`config.mk`:
```
export PLATFORM = sky130hd
export DESIGN_NAME = bmx_core
export DESIGN_NICKNAME = d
export VERILOG_FILES = /design/src/core/bmx_pkg.sv /design/src/core/bmx_core.sv /design/src/core/bmx_mul.sv
export SDC_FILE = /design/constraint.sdc
export NUM_CORES = 1
export LEC_CHECK = 0
export BUFFER_PORTS_ARGS = -buffer_cell sky130_fd_sc_hd__clkbuf_2
export CORE_AREA = 2 2 153 125
export CTS_CLUSTER_SIZE = 14
export DETAILED_ROUTE_END_ITERATION = 12
export DIE_AREA = 0 0 155 127
export PLACE_DENSITY = 0.83
export SLEW_MARGIN = 5
export SYNTH_ARGS = -nofsm -noshare
export SYNTH_HDL_FRONTEND = slang
export SYNTH_SLANG_ARGS = --single-unit
```
`constraint.sdc`:
```
create_clock -name clk -period 12.05 [get_ports clk]
set_input_delay 0.6025 -clock clk [delete_from_list [all_inputs] [get_ports clk]]
set_output_delay 0.6025 -clock clk [all_outputs]
set_load 0.01 [all_outputs]
```
`src/core/bmx_pkg.sv`:
```
// Package for the bit-move, external-move, multiply and OR execution block.
// Assumes a single 200 MHz core clock; all codes and counts used by the core live here.
package bmx_pkg;
    localparam logic [7:0] OP_C_FROM_BIT = 8'hA3;
    localparam logic [7:0] OP_BIT_FROM_C = 8'h92;
    localparam logic [7:0] OP_DP_LOAD = 8'h90;
    localparam logic [7:0] OP_CODE_DP = 8'h93;
    localparam logic [7:0] OP_CODE_PC = 8'h83;
    localparam logic [7:0] OP_XRD_DP = 8'hE0;
    localparam logic [7:0] OP_XWR_DP = 8'hF0;
    localparam logic [6:0] OP_XRD_RI = 7'h71;
    localparam logic [6:0] OP_XWR_RI = 7'h79;
    localparam logic [7:0] OP_MUL = 8'hA4;
    localparam logic [7:0] OP_NOP = 8'h00;
    localparam logic [4:0] OP_OR_REG = 5'h09;
    localparam logic [7:0] OP_OR_DIR = 8'h45;
    localparam logic [6:0] OP_OR_IND = 7'h23;
    localparam logic [7:0] OP_OR_IMM = 8'h44;
    localparam logic [7:0] OP_OR_DIR_A = 8'h42;
    localparam logic [7:0] OP_OR_DIR_IMM = 8'h43;
    localparam logic [7:0] BYTE_MAX = 8'hFF;
    localparam logic [7:0] ZERO8 = 8'h00;
    localparam logic [15:0] ZERO16 = 16'h0000;
    localparam logic [2:0] CYC_ONE = 3'h1;
    localparam logic [2:0] CYC_TWO = 3'h2;
    localparam logic [2:0] CYC_FOUR = 3'h4;
    localparam logic [15:0] LEN_ONE = 16'h0001;
    localparam logic [15:0] LEN_TWO = 16'h0002;
    localparam logic [15:0] LEN_THREE = 16'h0003;
    typedef enum logic [3:0] {
        BMX_IDLE = 4'h1,
        BMX_EXEC = 4'h2,
        BMX_XADR = 4'h4,
        BMX_XDAT = 4'h8
    } bmx_state_t;
endpackage

```
`src/core/bmx_core.sv`:
```
// Execution core for bit moves, pointer load, code-byte loads, external moves,
// multiply, no-operation and byte OR. Instructions arrive decoded as opcode plus
// operand bytes; memory-side values (bit, direct byte, register) are supplied by
// the surrounding core, synchronous to clk.
`timescale 1ns/1ps

// Functional notes
// - Bit moves copy one bit between carry and an addressed bit only.
// - Opcode A3: two bytes, one cycle, carry takes addressed bit.
// - Opcode 92: two bytes, two cycles, addressed bit takes carry.
// - Pointer load: byte two to high, byte three to low, flags kept.
// - Code address is accumulator plus 16-bit base; result to accumulator.
// - Opcode 83: advance program counter first, then add accumulator.
// - Data pointer is left unchanged by a code-byte load.
// - Indirect external moves put the 8-bit register on the low port.
// - Pointer external moves drive high byte on high port, low multiplexed.
// - High port latch keeps its value and returns after the transfer.
// - Opcode A4, four cycles: low product to accumulator, high to B.
// - Multiply sets overflow when product exceeds FF, always clears carry.
// - Opcode 00: one byte, one cycle, only program counter advances.
// - OR into accumulator from register, direct or indirect, flags untouched.
// - Six OR forms: four to accumulator, two to a direct byte.
// - OR on a port reads the output latch, not the pins.
module bmx_core
    import bmx_pkg::*;
(
    // Clock and reset
    input wire logic clk,
    input wire logic rst,
    input wire logic ce,
    // Instruction issue
    input wire logic issue,
    input wire logic [7:0] opcode,
    input wire logic [7:0] operand1,
    input wire logic [7:0] operand2,
    output logic busy,
    output logic done,
    // Operand sources from the rest of the core
    input wire logic bit_value,
    input wire logic [7:0] direct_value,
    input wire logic direct_is_port,
    input wire logic [7:0] port_latch_value,
    input wire logic [7:0] bank_working_register,
    input wire logic [7:0] indirect_pointer_register,
    input wire logic [7:0] indirect_value,
    // Program memory read port
    output logic [15:0] code_addr,
    output logic code_rd,
    input wire logic [7:0] code_data,
    // Direct byte and bit write-back
    output logic bit_we,
    output logic bit_wdata,
    output logic direct_we,
    output logic [7:0] direct_wdata,
    // Architectural state
    output logic [7:0] acc_ff,
    output logic [7:0] b_ff,
    output logic carry_ff,
    output logic overflow_flag_ff,
    output logic [7:0] data_pointer_high_ff,
    output logic [7:0] data_pointer_low_ff,
    output logic [15:0] pc_ff,
    // High port latch write
    input wire logic high_latch_we,
    input wire logic [7:0] high_latch_wdata,
    output logic [7:0] high_latch_ff,
    // Auxiliary register load from the rest of the core
    input wire logic b_we,
    input wire logic [7:0] b_wdata,
    // External bus pins
    output logic [7:0] low_muxed_port_o,
    output logic low_muxed_port_oe,
    input wire logic [7:0] low_muxed_port_i,
    output logic [7:0] high_address_port_o,
    output logic ale,
    output logic rd_n,
    output logic wr_n
);
    bmx_state_t state_ff;
    bmx_state_t nxt_state;
    logic [7:0] op_ff;
    logic [7:0] opnd1_ff;
    logic [7:0] opnd2_ff;
    logic [2:0] cyc_ff;
    logic [2:0] need_cyc;
    logic is_xmove;
    logic is_xwrite;
    logic use_dp;
    logic [7:0] mul_lo;
    logic [7:0] mul_hi;
    logic mul_ovf;
    logic [7:0] or_src;
    logic [7:0] dir_base;
    logic [15:0] pc_next;
    logic [15:0] code_base;
    logic [7:0] xaddr_hi_ff;
    logic [7:0] xaddr_lo_ff;
    logic [7:0] xwdata_ff;
    logic xwr_ff;
    logic xdp_ff;
    logic finish;

    bmx_mul u_mul (
        .a_in(acc_ff),
        .b_in(b_ff),
        .prod_lo(mul_lo),
        .prod_hi(mul_hi),
        .ovf(mul_ovf)
    );

    // Decode of the captured opcode.
    assign use_dp = (op_ff == OP_XRD_DP) || (op_ff == OP_XWR_DP);
    assign is_xmove = use_dp || (op_ff[7:1] == OP_XRD_RI) || (op_ff[7:1] == OP_XWR_RI);
    assign is_xwrite = (op_ff == OP_XWR_DP) || (op_ff[7:1] == OP_XWR_RI);

    // Cycle budget per instruction; external moves are sequenced by their own states.
    always_comb begin
        need_cyc = CYC_ONE;
        if (op_ff == OP_MUL) begin
            need_cyc = CYC_FOUR;
        end else if (op_ff == OP_BIT_FROM_C || op_ff == OP_DP_LOAD
                     || op_ff == OP_CODE_DP || op_ff == OP_CODE_PC
                     || op_ff == OP_OR_DIR_IMM) begin
            need_cyc = CYC_TWO;
        end
    end

    // Program counter after this instruction: one, two or three bytes.
    always_comb begin
        pc_next = pc_ff + LEN_ONE;
        if (op_ff == OP_DP_LOAD || op_ff == OP_OR_DIR_IMM) begin
            pc_next = pc_ff + LEN_THREE;
        end else if (op_ff == OP_C_FROM_BIT || op_ff == OP_BIT_FROM_C
                     || op_ff == OP_OR_DIR || op_ff == OP_OR_IMM
                     || op_ff == OP_OR_DIR_A) begin
            pc_next = pc_ff + LEN_TWO;
        end
    end

    // The counter-relative form adds to the already advanced counter.
    assign code_base = (op_ff == OP_CODE_PC) ? pc_next :
                       {data_pointer_high_ff, data_pointer_low_ff};
    assign code_addr = code_base + {ZERO8, acc_ff};
    assign code_rd = (state_ff == BMX_EXEC)
                     && (op_ff == OP_CODE_DP || op_ff == OP_CODE_PC);

    // OR sources: a port destination is read from its latch so a pin held low
    // by the outside world cannot clear bits that software had set.
    assign dir_base = direct_is_port ? port_latch_value : direct_value;
    always_comb begin
        or_src = operand_imm(op_ff);
        if (op_ff[7:3] == OP_OR_REG) begin
            or_src = bank_working_register;
        end else if (op_ff == OP_OR_DIR) begin
            or_src = dir_base;
        end else if (op_ff[7:1] == OP_OR_IND) begin
            or_src = indirect_value;
        end
    end

    function automatic logic [7:0] operand_imm(input logic [7:0] op);
        operand_imm = opnd1_ff;
    endfunction

    // External moves end in their data state, so they must not finish here as
    // well, or done would pulse twice and the counter would step twice.
    assign finish = ce && (state_ff == BMX_EXEC) && !is_xmove && (cyc_ff == need_cyc);

    always_comb begin
        nxt_state = state_ff;
        unique case (state_ff)
            BMX_IDLE: begin
                if (issue) begin
                    nxt_state = BMX_EXEC;
                end
            end
            BMX_EXEC: begin
                if (is_xmove) begin
                    nxt_state = BMX_XADR;
                end else if (finish) begin
                    nxt_state = BMX_IDLE;
                end
            end
            BMX_XADR: begin
                nxt_state = BMX_XDAT;
            end
            BMX_XDAT: begin
                nxt_state = BMX_IDLE;
            end
            default: begin
                nxt_state = BMX_IDLE;
            end
        endcase
    end

    always_ff @(posedge clk or posedge rst) begin
        if (rst) begin
            state_ff <= BMX_IDLE;
        end else if (ce) begin
            state_ff <= nxt_state;
        end
    end

    // Instruction capture and cycle counter.
    always_ff @(posedge clk or posedge rst) begin
        if (rst) begin
            op_ff <= OP_NOP;
            opnd1_ff <= ZERO8;
            opnd2_ff <= ZERO8;
            cyc_ff <= CYC_ONE;
        end else if (ce) begin
            if (state_ff == BMX_IDLE && issue) begin
                op_ff <= opcode;
                opnd1_ff <= operand1;
                opnd2_ff <= operand2;
                cyc_ff <= CYC_ONE;
            end else if (state_ff == BMX_EXEC && !finish) begin
                cyc_ff <= cyc_ff + CYC_ONE;
            end
        end
    end

    assign busy = (state_ff != BMX_IDLE);
    assign done = finish || (ce && state_ff == BMX_XDAT);

    // Accumulator and B.
    always_ff @(posedge clk or posedge rst) begin
        if (rst) begin
            acc_ff <= ZERO8;
            b_ff <= ZERO8;
        end else if (ce) begin
            if (finish) begin
                if (op_ff == OP_MUL) begin
                    acc_ff <= mul_lo;
                    b_ff <= mul_hi;
                end else if (op_ff == OP_CODE_DP || op_ff == OP_CODE_PC) begin
                    acc_ff <= code_data;
                end else if (op_ff[7:3] == OP_OR_REG || op_ff == OP_OR_DIR
                             || op_ff[7:1] == OP_OR_IND || op_ff == OP_OR_IMM) begin
                    acc_ff <= acc_ff | or_src;
                end
            end else if (state_ff == BMX_XDAT && !xwr_ff) begin
                acc_ff <= low_muxed_port_i;
            end
            // A product landing in the same cycle wins over a load from outside.
            if (b_we && !(finish && op_ff == OP_MUL)) begin
                b_ff <= b_wdata;
            end
        end
    end

    // Flags: only the carry-from-bit move and multiply touch them.
    always_ff @(posedge clk or posedge rst) begin
        if (rst) begin
            carry_ff <= 1'b0;
            overflow_flag_ff <= 1'b0;
        end else if (ce && finish) begin
            if (op_ff == OP_C_FROM_BIT) begin
                carry_ff <= bit_value;
            end else if (op_ff == OP_MUL) begin
                carry_ff <= 1'b0;
                overflow_flag_ff <= mul_ovf;
            end
        end
    end

    // Data pointer changes only on its immediate load; code loads leave it alone.
    always_ff @(posedge clk or posedge rst) begin
        if (rst) begin
            data_pointer_high_ff <= ZERO8;
            data_pointer_low_ff <= ZERO8;
        end else if (ce && finish && op_ff == OP_DP_LOAD) begin
            data_pointer_high_ff <= opnd1_ff;
            data_pointer_low_ff <= opnd2_ff;
        end
    end

    // Program counter.
    always_ff @(posedge clk or posedge rst) begin
        if (rst) begin
            pc_ff <= ZERO16;
        end else if (ce && (finish || state_ff == BMX_XDAT)) begin
            pc_ff <= pc_next;
        end
    end

    // Bit and direct byte write-back pulses.
    assign bit_we = finish && (op_ff == OP_BIT_FROM_C);
    assign bit_wdata = carry_ff;
    assign direct_we = finish && (op_ff == OP_OR_DIR_A || op_ff == OP_OR_DIR_IMM);
    assign direct_wdata = dir_base | ((op_ff == OP_OR_DIR_A) ? acc_ff : opnd2_ff);

    // External transfer address and data capture.
    always_ff @(posedge clk or posedge rst) begin
        if (rst) begin
            xaddr_hi_ff <= ZERO8;
            xaddr_lo_ff <= ZERO8;
            xwdata_ff <= ZERO8;
            xwr_ff <= 1'b0;
            xdp_ff <= 1'b0;
        end else if (ce && state_ff == BMX_EXEC && is_xmove) begin
            xaddr_hi_ff <= data_pointer_high_ff;
            xaddr_lo_ff <= use_dp ? data_pointer_low_ff : indirect_pointer_register;
            xwdata_ff <= acc_ff;
            xwr_ff <= is_xwrite;
            xdp_ff <= use_dp;
        end
    end

    // The high port latch is never overwritten by a transfer, so the pins fall
    // back to it on their own once the data phase ends.
    always_ff @(posedge clk or posedge rst) begin
        if (rst) begin
            high_latch_ff <= BYTE_MAX;
        end else if (ce && high_latch_we) begin
            high_latch_ff <= high_latch_wdata;
        end
    end

    assign high_address_port_o = (busy && state_ff != BMX_EXEC && xdp_ff) ?
                                 xaddr_hi_ff : high_latch_ff;
    assign ale = (state_ff == BMX_XADR);
    assign rd_n = !(state_ff == BMX_XDAT && !xwr_ff);
    assign wr_n = !(state_ff == BMX_XDAT && xwr_ff);
    assign low_muxed_port_o = (state_ff == BMX_XADR) ? xaddr_lo_ff : xwdata_ff;
    assign low_muxed_port_oe = (state_ff == BMX_XADR) || (state_ff == BMX_XDAT && xwr_ff);
endmodule

```
`src/core/bmx_mul.sv`:
```
// Unsigned 8x8 multiplier with overflow detection.
// Purely combinational; the caller registers the results.
`timescale 1ns/1ps
module bmx_mul
    import bmx_pkg::*;
(
    // Operands
    input wire logic [7:0] a_in,
    input wire logic [7:0] b_in,
    // Results
    output logic [7:0] prod_lo,
    output logic [7:0] prod_hi,
    output logic ovf
);
    logic [15:0] prod;
    assign prod = 16'(a_in) * 16'(b_in);
    assign prod_lo = prod[7:0];
    assign prod_hi = prod[15:8];
    assign ovf = (prod_hi != ZERO8);
endmodule

```
**Word-level counts from Yosys, hierarchy flattened**

Cells that the tools add are included.

- $add $sub $neg: 5
- Multipliers: 1
- Div/mod/pow operators: 0
- Order comparisons: 0
- Equality and inequality tests: 26
- Shift-type cells: 0
- Muxes and demuxes: 29
- Bitwise operators: 3
- Reduce and logical (&&, ||, !) cells: 60

Operators by type and width:

| cell | number |
|---|---|
| $mux W8 | 16 |
| $eq A8 B8 Y1 const B | 8 |
| $mux W16 | 3 |
| $add A16 B2 Y16 const B | 2 |
| $eq A8 B7 Y1 const B | 4 |
| $logic_or A1 B1 Y1 | 21 |
| $logic_and A1 B1 Y1 | 20 |
| $add A16 B1 Y16 const B | 1 |
| $add A16 B8 Y16 | 1 |
| $mul A8 B8 Y16 | 1 |
| $or A8 B8 Y8 | 2 |
| $eq A7 B7 Y1 const B | 2 |
| $mux W4 | 3 |
| $pmux W4 S3 | 1 |
| $reduce_and A3 Y1 | 4 |
| $reduce_bool A2 Y1 | 5 |
| $mux W3 | 3 |
| $ne A4 B1 Y1 const B | 2 |
| $reduce_bool A8 Y1 | 1 |
| $eq A7 B6 Y1 const B | 1 |
| $logic_not A1 Y1 | 6 |
| $reduce_and A2 Y1 | 3 |
| $eq A5 B4 Y1 const B | 1 |
| $eq A4 B1 Y1 const B | 1 |
| other kinds (11) | 12 |

- Register bits: 115
- Bits in latches: 0
- RAM bits: 0
- ROM bits: 0
- Input bits: 104
- Memories: 0

**Depth between registers and ports, before layout**

- Depth after elaboration: 14
- Depth in mapped cells: 20
- Gate-level depth less buffers: 19

**Cells and area by module**

From an unflattened synthesis, not the netlist that was laid out.

- Cells, all modules: 976
- Area total of the unflattened synthesis: 9287.7 um^2

Modules (own cells, without submodules):

| module | times used | cells an instance | area each (um^2) | sequential area each (um^2) |
|---|---|---|---|---|
| bmx_core | 1 | 704 | 6982.9 | 2890.3 |
| bmx_mul | 1 | 272 | 2304.7 | 0.0 |

**Worst setup path before layout**

Ideal clock, no wire load.

- Kind: flip-flop to flip-flop
- Start point: register acc_ff[1]
- End point: register overflow_flag_ff
- Library setup time: 0.129 ns
- Arrival time: 4.870 ns
- Data required time: 11.921 ns
- Setup slack: 7.051 ns
- Cell stages (with the launch flop): 20
- Buffers on the path: 1
- Clock period less this slack: 4.999 ns
- Cells stage by stage: dfrtp_1 > clkbuf_1 > nand2_1 > fa_1 > fa_1 > inv_1 > fa_1 > inv_1 > fa_1 > inv_1 > ha_1 > o21a_1 > o31a_1 > o211ai_1 > a21oi_1 > a2111oi_0 > o21bai_1 > a21oi_1 > xnor2_1 > a31oi_1

- Longest elaborated chain between the ends: 2

RTL lines:

| item | line | text |
|---|---|---|
| start: declaration | bmx_core.sv:56 | `output logic [7:0] acc_ff,` |
| start signal: assignment | bmx_core.sv:234 | `acc_ff <= mul_lo;` |
| start signal: assignment | bmx_core.sv:237 | `acc_ff <= code_data;` |
| start signal: assignment | bmx_core.sv:240 | `acc_ff <= acc_ff \| or_src;` |
| $mul A8 B8 Y16 | bmx_mul.sv:16 | `assign prod = 16'(a_in) * 16'(b_in);` |
| $reduce_bool A8 Y1 | bmx_mul.sv:19 | `assign ovf = (prod_hi != ZERO8);` |
| end signal: assignment | bmx_core.sv:262 | `overflow_flag_ff <= mul_ovf;` |
| end: declaration | bmx_core.sv:59 | `output logic overflow_flag_ff,` |

No other way between the ends.
A chain may end at the register's enable or synchronous reset.

**Final worst setup path**

- Start point: register op_ff[3]
- End point: output port code_addr[9]

- Longest elaborated chain between the ends: 9
- Elaborated cells on any way between the ends: 17
- Those cells by class: 1 x add/sub; 8 x eq/ne; 3 x mux; 5 x reduce/logical

RTL lines:

| item | line | text |
|---|---|---|
| start: declaration | bmx_core.sv:81 | `logic [7:0] op_ff;` |
| start signal: assignment | bmx_core.sv:213 | `op_ff <= opcode;` |
| $eq A8 B8 Y1 | bmx_core.sv:133 | `end else if (op_ff == OP_C_FROM_BIT \|\| op_ff == OP_BIT_FROM_C` |
| $logic_or A1 B1 Y1 | bmx_core.sv:133 |  |
| $logic_or A1 B1 Y1 (2 in a row) | bmx_core.sv:134 | `\|\| op_ff == OP_OR_DIR \|\| op_ff == OP_OR_IMM` |
| $logic_or A1 B1 Y1 | bmx_core.sv:135 | `\|\| op_ff == OP_OR_DIR_A) begin` |
| $mux W16 | bmx_core.sv:133 |  |
| $mux W16 | bmx_core.sv:131 | `if (op_ff == OP_DP_LOAD \|\| op_ff == OP_OR_DIR_IMM) begin` |
| $mux W16 (*) | bmx_core.sv:141 | `assign code_base = (op_ff == OP_CODE_PC) ? pc_next :` |
| $add A16 B8 Y16 (*) | bmx_core.sv:143 | `assign code_addr = code_base + {ZERO8, acc_ff};` |
| end: declaration | bmx_core.sv:47 | `output logic [15:0] code_addr,` |

Mark *: on every way between the ends. The rest lies on a longest branch, timed or not.

==> impl_metrics.ini <==
[cells_and_area]
antenna_cells = 0
drive_above_1_share_pct = 29.2
design_area_um2 = 10700
nets = 1375
synthToLayoutAreaGrowth_pct = 19.8
fill_cells = 1511

[grt]
gr-total-overflow = 0
antenna_found_initial = 0
grt_pass1_vias = 8112
grt_util_all_layers_pct = 28.8
grt_pass1_wl_um = 44100
grt_max_degree = 82

[detailed_routing]
wire_per_inst_um = 19.7
drtIter0Drc = 949
viasPerCell = 5.84
totalWireLength_um = 28100
dr.pass1.iters = 5
via_count = 8344
drc = 0
ant_nets = 0

[placement]
hpwl_um = 21600
portBuffers = 211
dpl-instance-area_um2 = 10200
gp_congestion = 0.928

[yosys]
synth_most_common_cell = nand2_1
ys.flop_type = dfrtp_1
yosysTopAreaCell = dfrtp_1
yosys_warnings = 0
synthesis.area_um2 = 8950
postSynth.asyncResetShare_pct = 100
synth_nets = 1183
ys_seq_area_share_pct = 32.3
synth_cell_types = 73
synth_top_cell_area_share_pct = 29.4
synthCells = 993
ys_ff_latch = 115
synth_area_per_cell_um2 = 9.01
synth-edff-count = 0
synthTopCellsByCount = nand2_1 (159), dfrtp_1 (105), nor2_1 (82), mux2_2 (68), inv_1 (61)
netlist_top_cells_area = dfrtp_1 (29%), mux2_2 (8.6%), fa_1 (8.3%), ha_1 (6.9%), nand2_1 (6.7%)

[clocking]
worstSkewPairLatency_ps = 420
cts_buffers = 17
cts_sinks = 115
h-tree-depth = 4
clk_pin_slew_ps = 50
post_cts_buffers = 0
cts_max_path_buffers = 2
cts_hold_buf = 0
cts-root-buf = clkbuf_16
cts_tree = built
cts_resized = 0

[setup_path]
worst_path_most_repeated_cell = o21ai_0
worstPathCellList = and4bb_2 -> nand2b_1 -> or2_2 -> nor2_1 -> mux2_2 -> ha_1 -> a21oi_1 -> nor2_1 -> o21ai_0 -> a21boi_0 -> o41ai_1 -> o21ai_0 -> nand3_1 -> o21ai_0 -> clkbuf_2
crit_required_ps = 11450
critPathCaptureType = output port
cpPeakStageDelay_ps = 840
crit_type = flip-flop to output port
crit_fanout = 11
critPathSlowestCell = nor2_1
cp_top_family = simple AND/OR/NAND/NOR gates
path_buf_inv = 1
worstPathArrival_ps = 5460
reg2reg_setup_slack_ps = 6570
cp-start-kind = flip-flop

[power]
power.leakage_nw = 5.55
peakVddDrop_v = 0.0000958
power_density_nw_per_um2 = 180

[timing]
slew_viol_final = 0
slew_headroom_pct = 23.8
hold_viol = 0
clock_skew_ps = 7.77
post-route-period-util_pct = 50.3
layout_min_cycle_time_ps = 6060
setup_violations = 0
tightest_slew_ps = 1140
fin_tns_setup_ps = 0
rsz0062_at_grt = no
clock.fmax_mhz = 165

[floorplanning]
core_region_area_um2 = 18000
initial_core_util_pct = 49.7
die_h_um = 127
io_pins = 212
die_x_um = 155
rows = 44
die_area_um2 = 19700

[outcome]
outcome = finished, final reports clean

[worst_hold_path]
hp-class = input port to asynchronous set/reset pin

[flow_run]
drv_cap = 0
-- cell usage in the layout (no fill, tap or decap), types with 3 or more instances in the layout --
cell type,count
clkbuf_2,211
nand2_1,159
dfrtp_1,105
nor2_1,80
mux2_2,68
inv_1,60
a21oi_1,54
ha_1,49
and2_1,46
fa_1,37
xnor2_1,31
o21ai_0,29
nor3_1,25
mux2i_1,23
xor2_1,23
nand3_1,21
clkbuf_16,17
o22ai_1,13
dfstp_2,10
nand2b_1,7
o211ai_1,7
a31oi_1,6
or2_2,6
nor4b_1,5
or3_1,5
nor2b_1,5
nand4_1,5
clkinv_2,5
buf_4,5
o221ai_1,4
o21a_1,4
clkbuf_1,4
nor2_2,3
or2_1,3
nand2_2,3
-- flip-flops by register name, indices dropped and copies added, names as in the netlist --
signal and cells:
op_ff 8, xdp_ff 1, high_latch_ff 8, xwdata_ff 8, xaddr_hi_ff 8, xaddr_lo_ff 8, pc_ff 16, opnd1_ff 8
state_ff 4, acc_ff 8, data_pointer_high_ff 8, overflow_flag_ff 1, data_pointer_low_ff 8, xwr_ff 1, cyc_ff 3, bit_wdata 1
b_ff 8, opnd2_ff 8
-- worst paths after layout --
check / start / endpoint / cells past startpoint
max: op_ff[3] / code_addr[9] / 15
min: rst / pc_ff[6] / 2
max reg2reg: acc_ff[1] / b_ff[7] / 18
min reg2reg: opnd2_ff[7] / opnd2_ff[7] / 2
max in group asynchronous: rst / b_ff[3] / 3
min in group clk: operand1[2] / opnd1_ff[2] / 3
-- report_power, final --
part | internal (mW) | total [mW] | switching (mW)
clock | 0.307 | 0.487 | 0.180
combinational | 0.348 | 0.824 | 0.475
sequential | 0.475 | 0.615 | 0.140
-- routing by layer --
layer | routed length, um | global-route usage, % | up-vias | part of all wire (%)
met1 | 11600 | 39.7 | 4020 | 41
li1 | - | - | 3769 | -
met4 | 1200 | 13.5 | 0 | 4.3
met3 | 2710 | 6.34 | 79 | 9.6
met2 | 12600 | 43.6 | 476 | 45
met5 | 0 | 0 | - | 0
-- final cells by class --
type                            count  area, um2  share of cell area [%]
Clock inverter                     10        109                    1.02
Clock buffer                       22        454                    4.24
Timing Repair Buffer              216       1090                    10.2
Tap cell                          230        288                    2.68
Inverter                           61        231                    2.16
Multi-Input combinational cell    774       5660                    52.8
Sequential cell                   115       2890                    27.0
-- kinds of logic (layout without fill, tap and decap cells) --
kind of cell | after synthesis | in the layout | share of synthesized area, %
AO/OA/AOI/OAI | 145 | 145 | 9.98
XOR/XNOR | 54 | 54 | 5.28
adder cells (fa/ha/maj) | 86 | 86 | 15.1
buffers and inverters | 104 | 309 | 4.63
flip-flops | 115 | 115 | 32.3
multiplexers | 91 | 91 | 11.1
AND/OR/NAND/NOR | 398 | 398 | 21.6
-- worst register-to-register path: cells and delay by family, from the launching register on --
family          cells  cell delay, ps
compound gates      8            1770
xor+xnor            1             160
fa+ha+maj           5            2450
buf+inv             3             140
flops               1             670
simple gates        1             150
-- through the flow --
stage / std cells / setup WS, ps / power, mW / hold slack [ps] / util [%]
2_1_floorplan: 993 / 7050 / 1.16 / 460 / -
3_3_place_gp: 1396 / 6800 / 1.39 / 481 / 56.4
3_5_place_dp: 1396 / 6600 / 1.42 / 489 / 56.4
4_1_cts: 1428 / 6160 / 1.91 / 199 / 59.6
5_1_grt: 1428 / 5800 / 2.06 / 216 / 59.6
6_report: 1428 / 5990 / 1.93 / 180 / 59.6
Note: power is estimated with default switching activity, not from simulation.
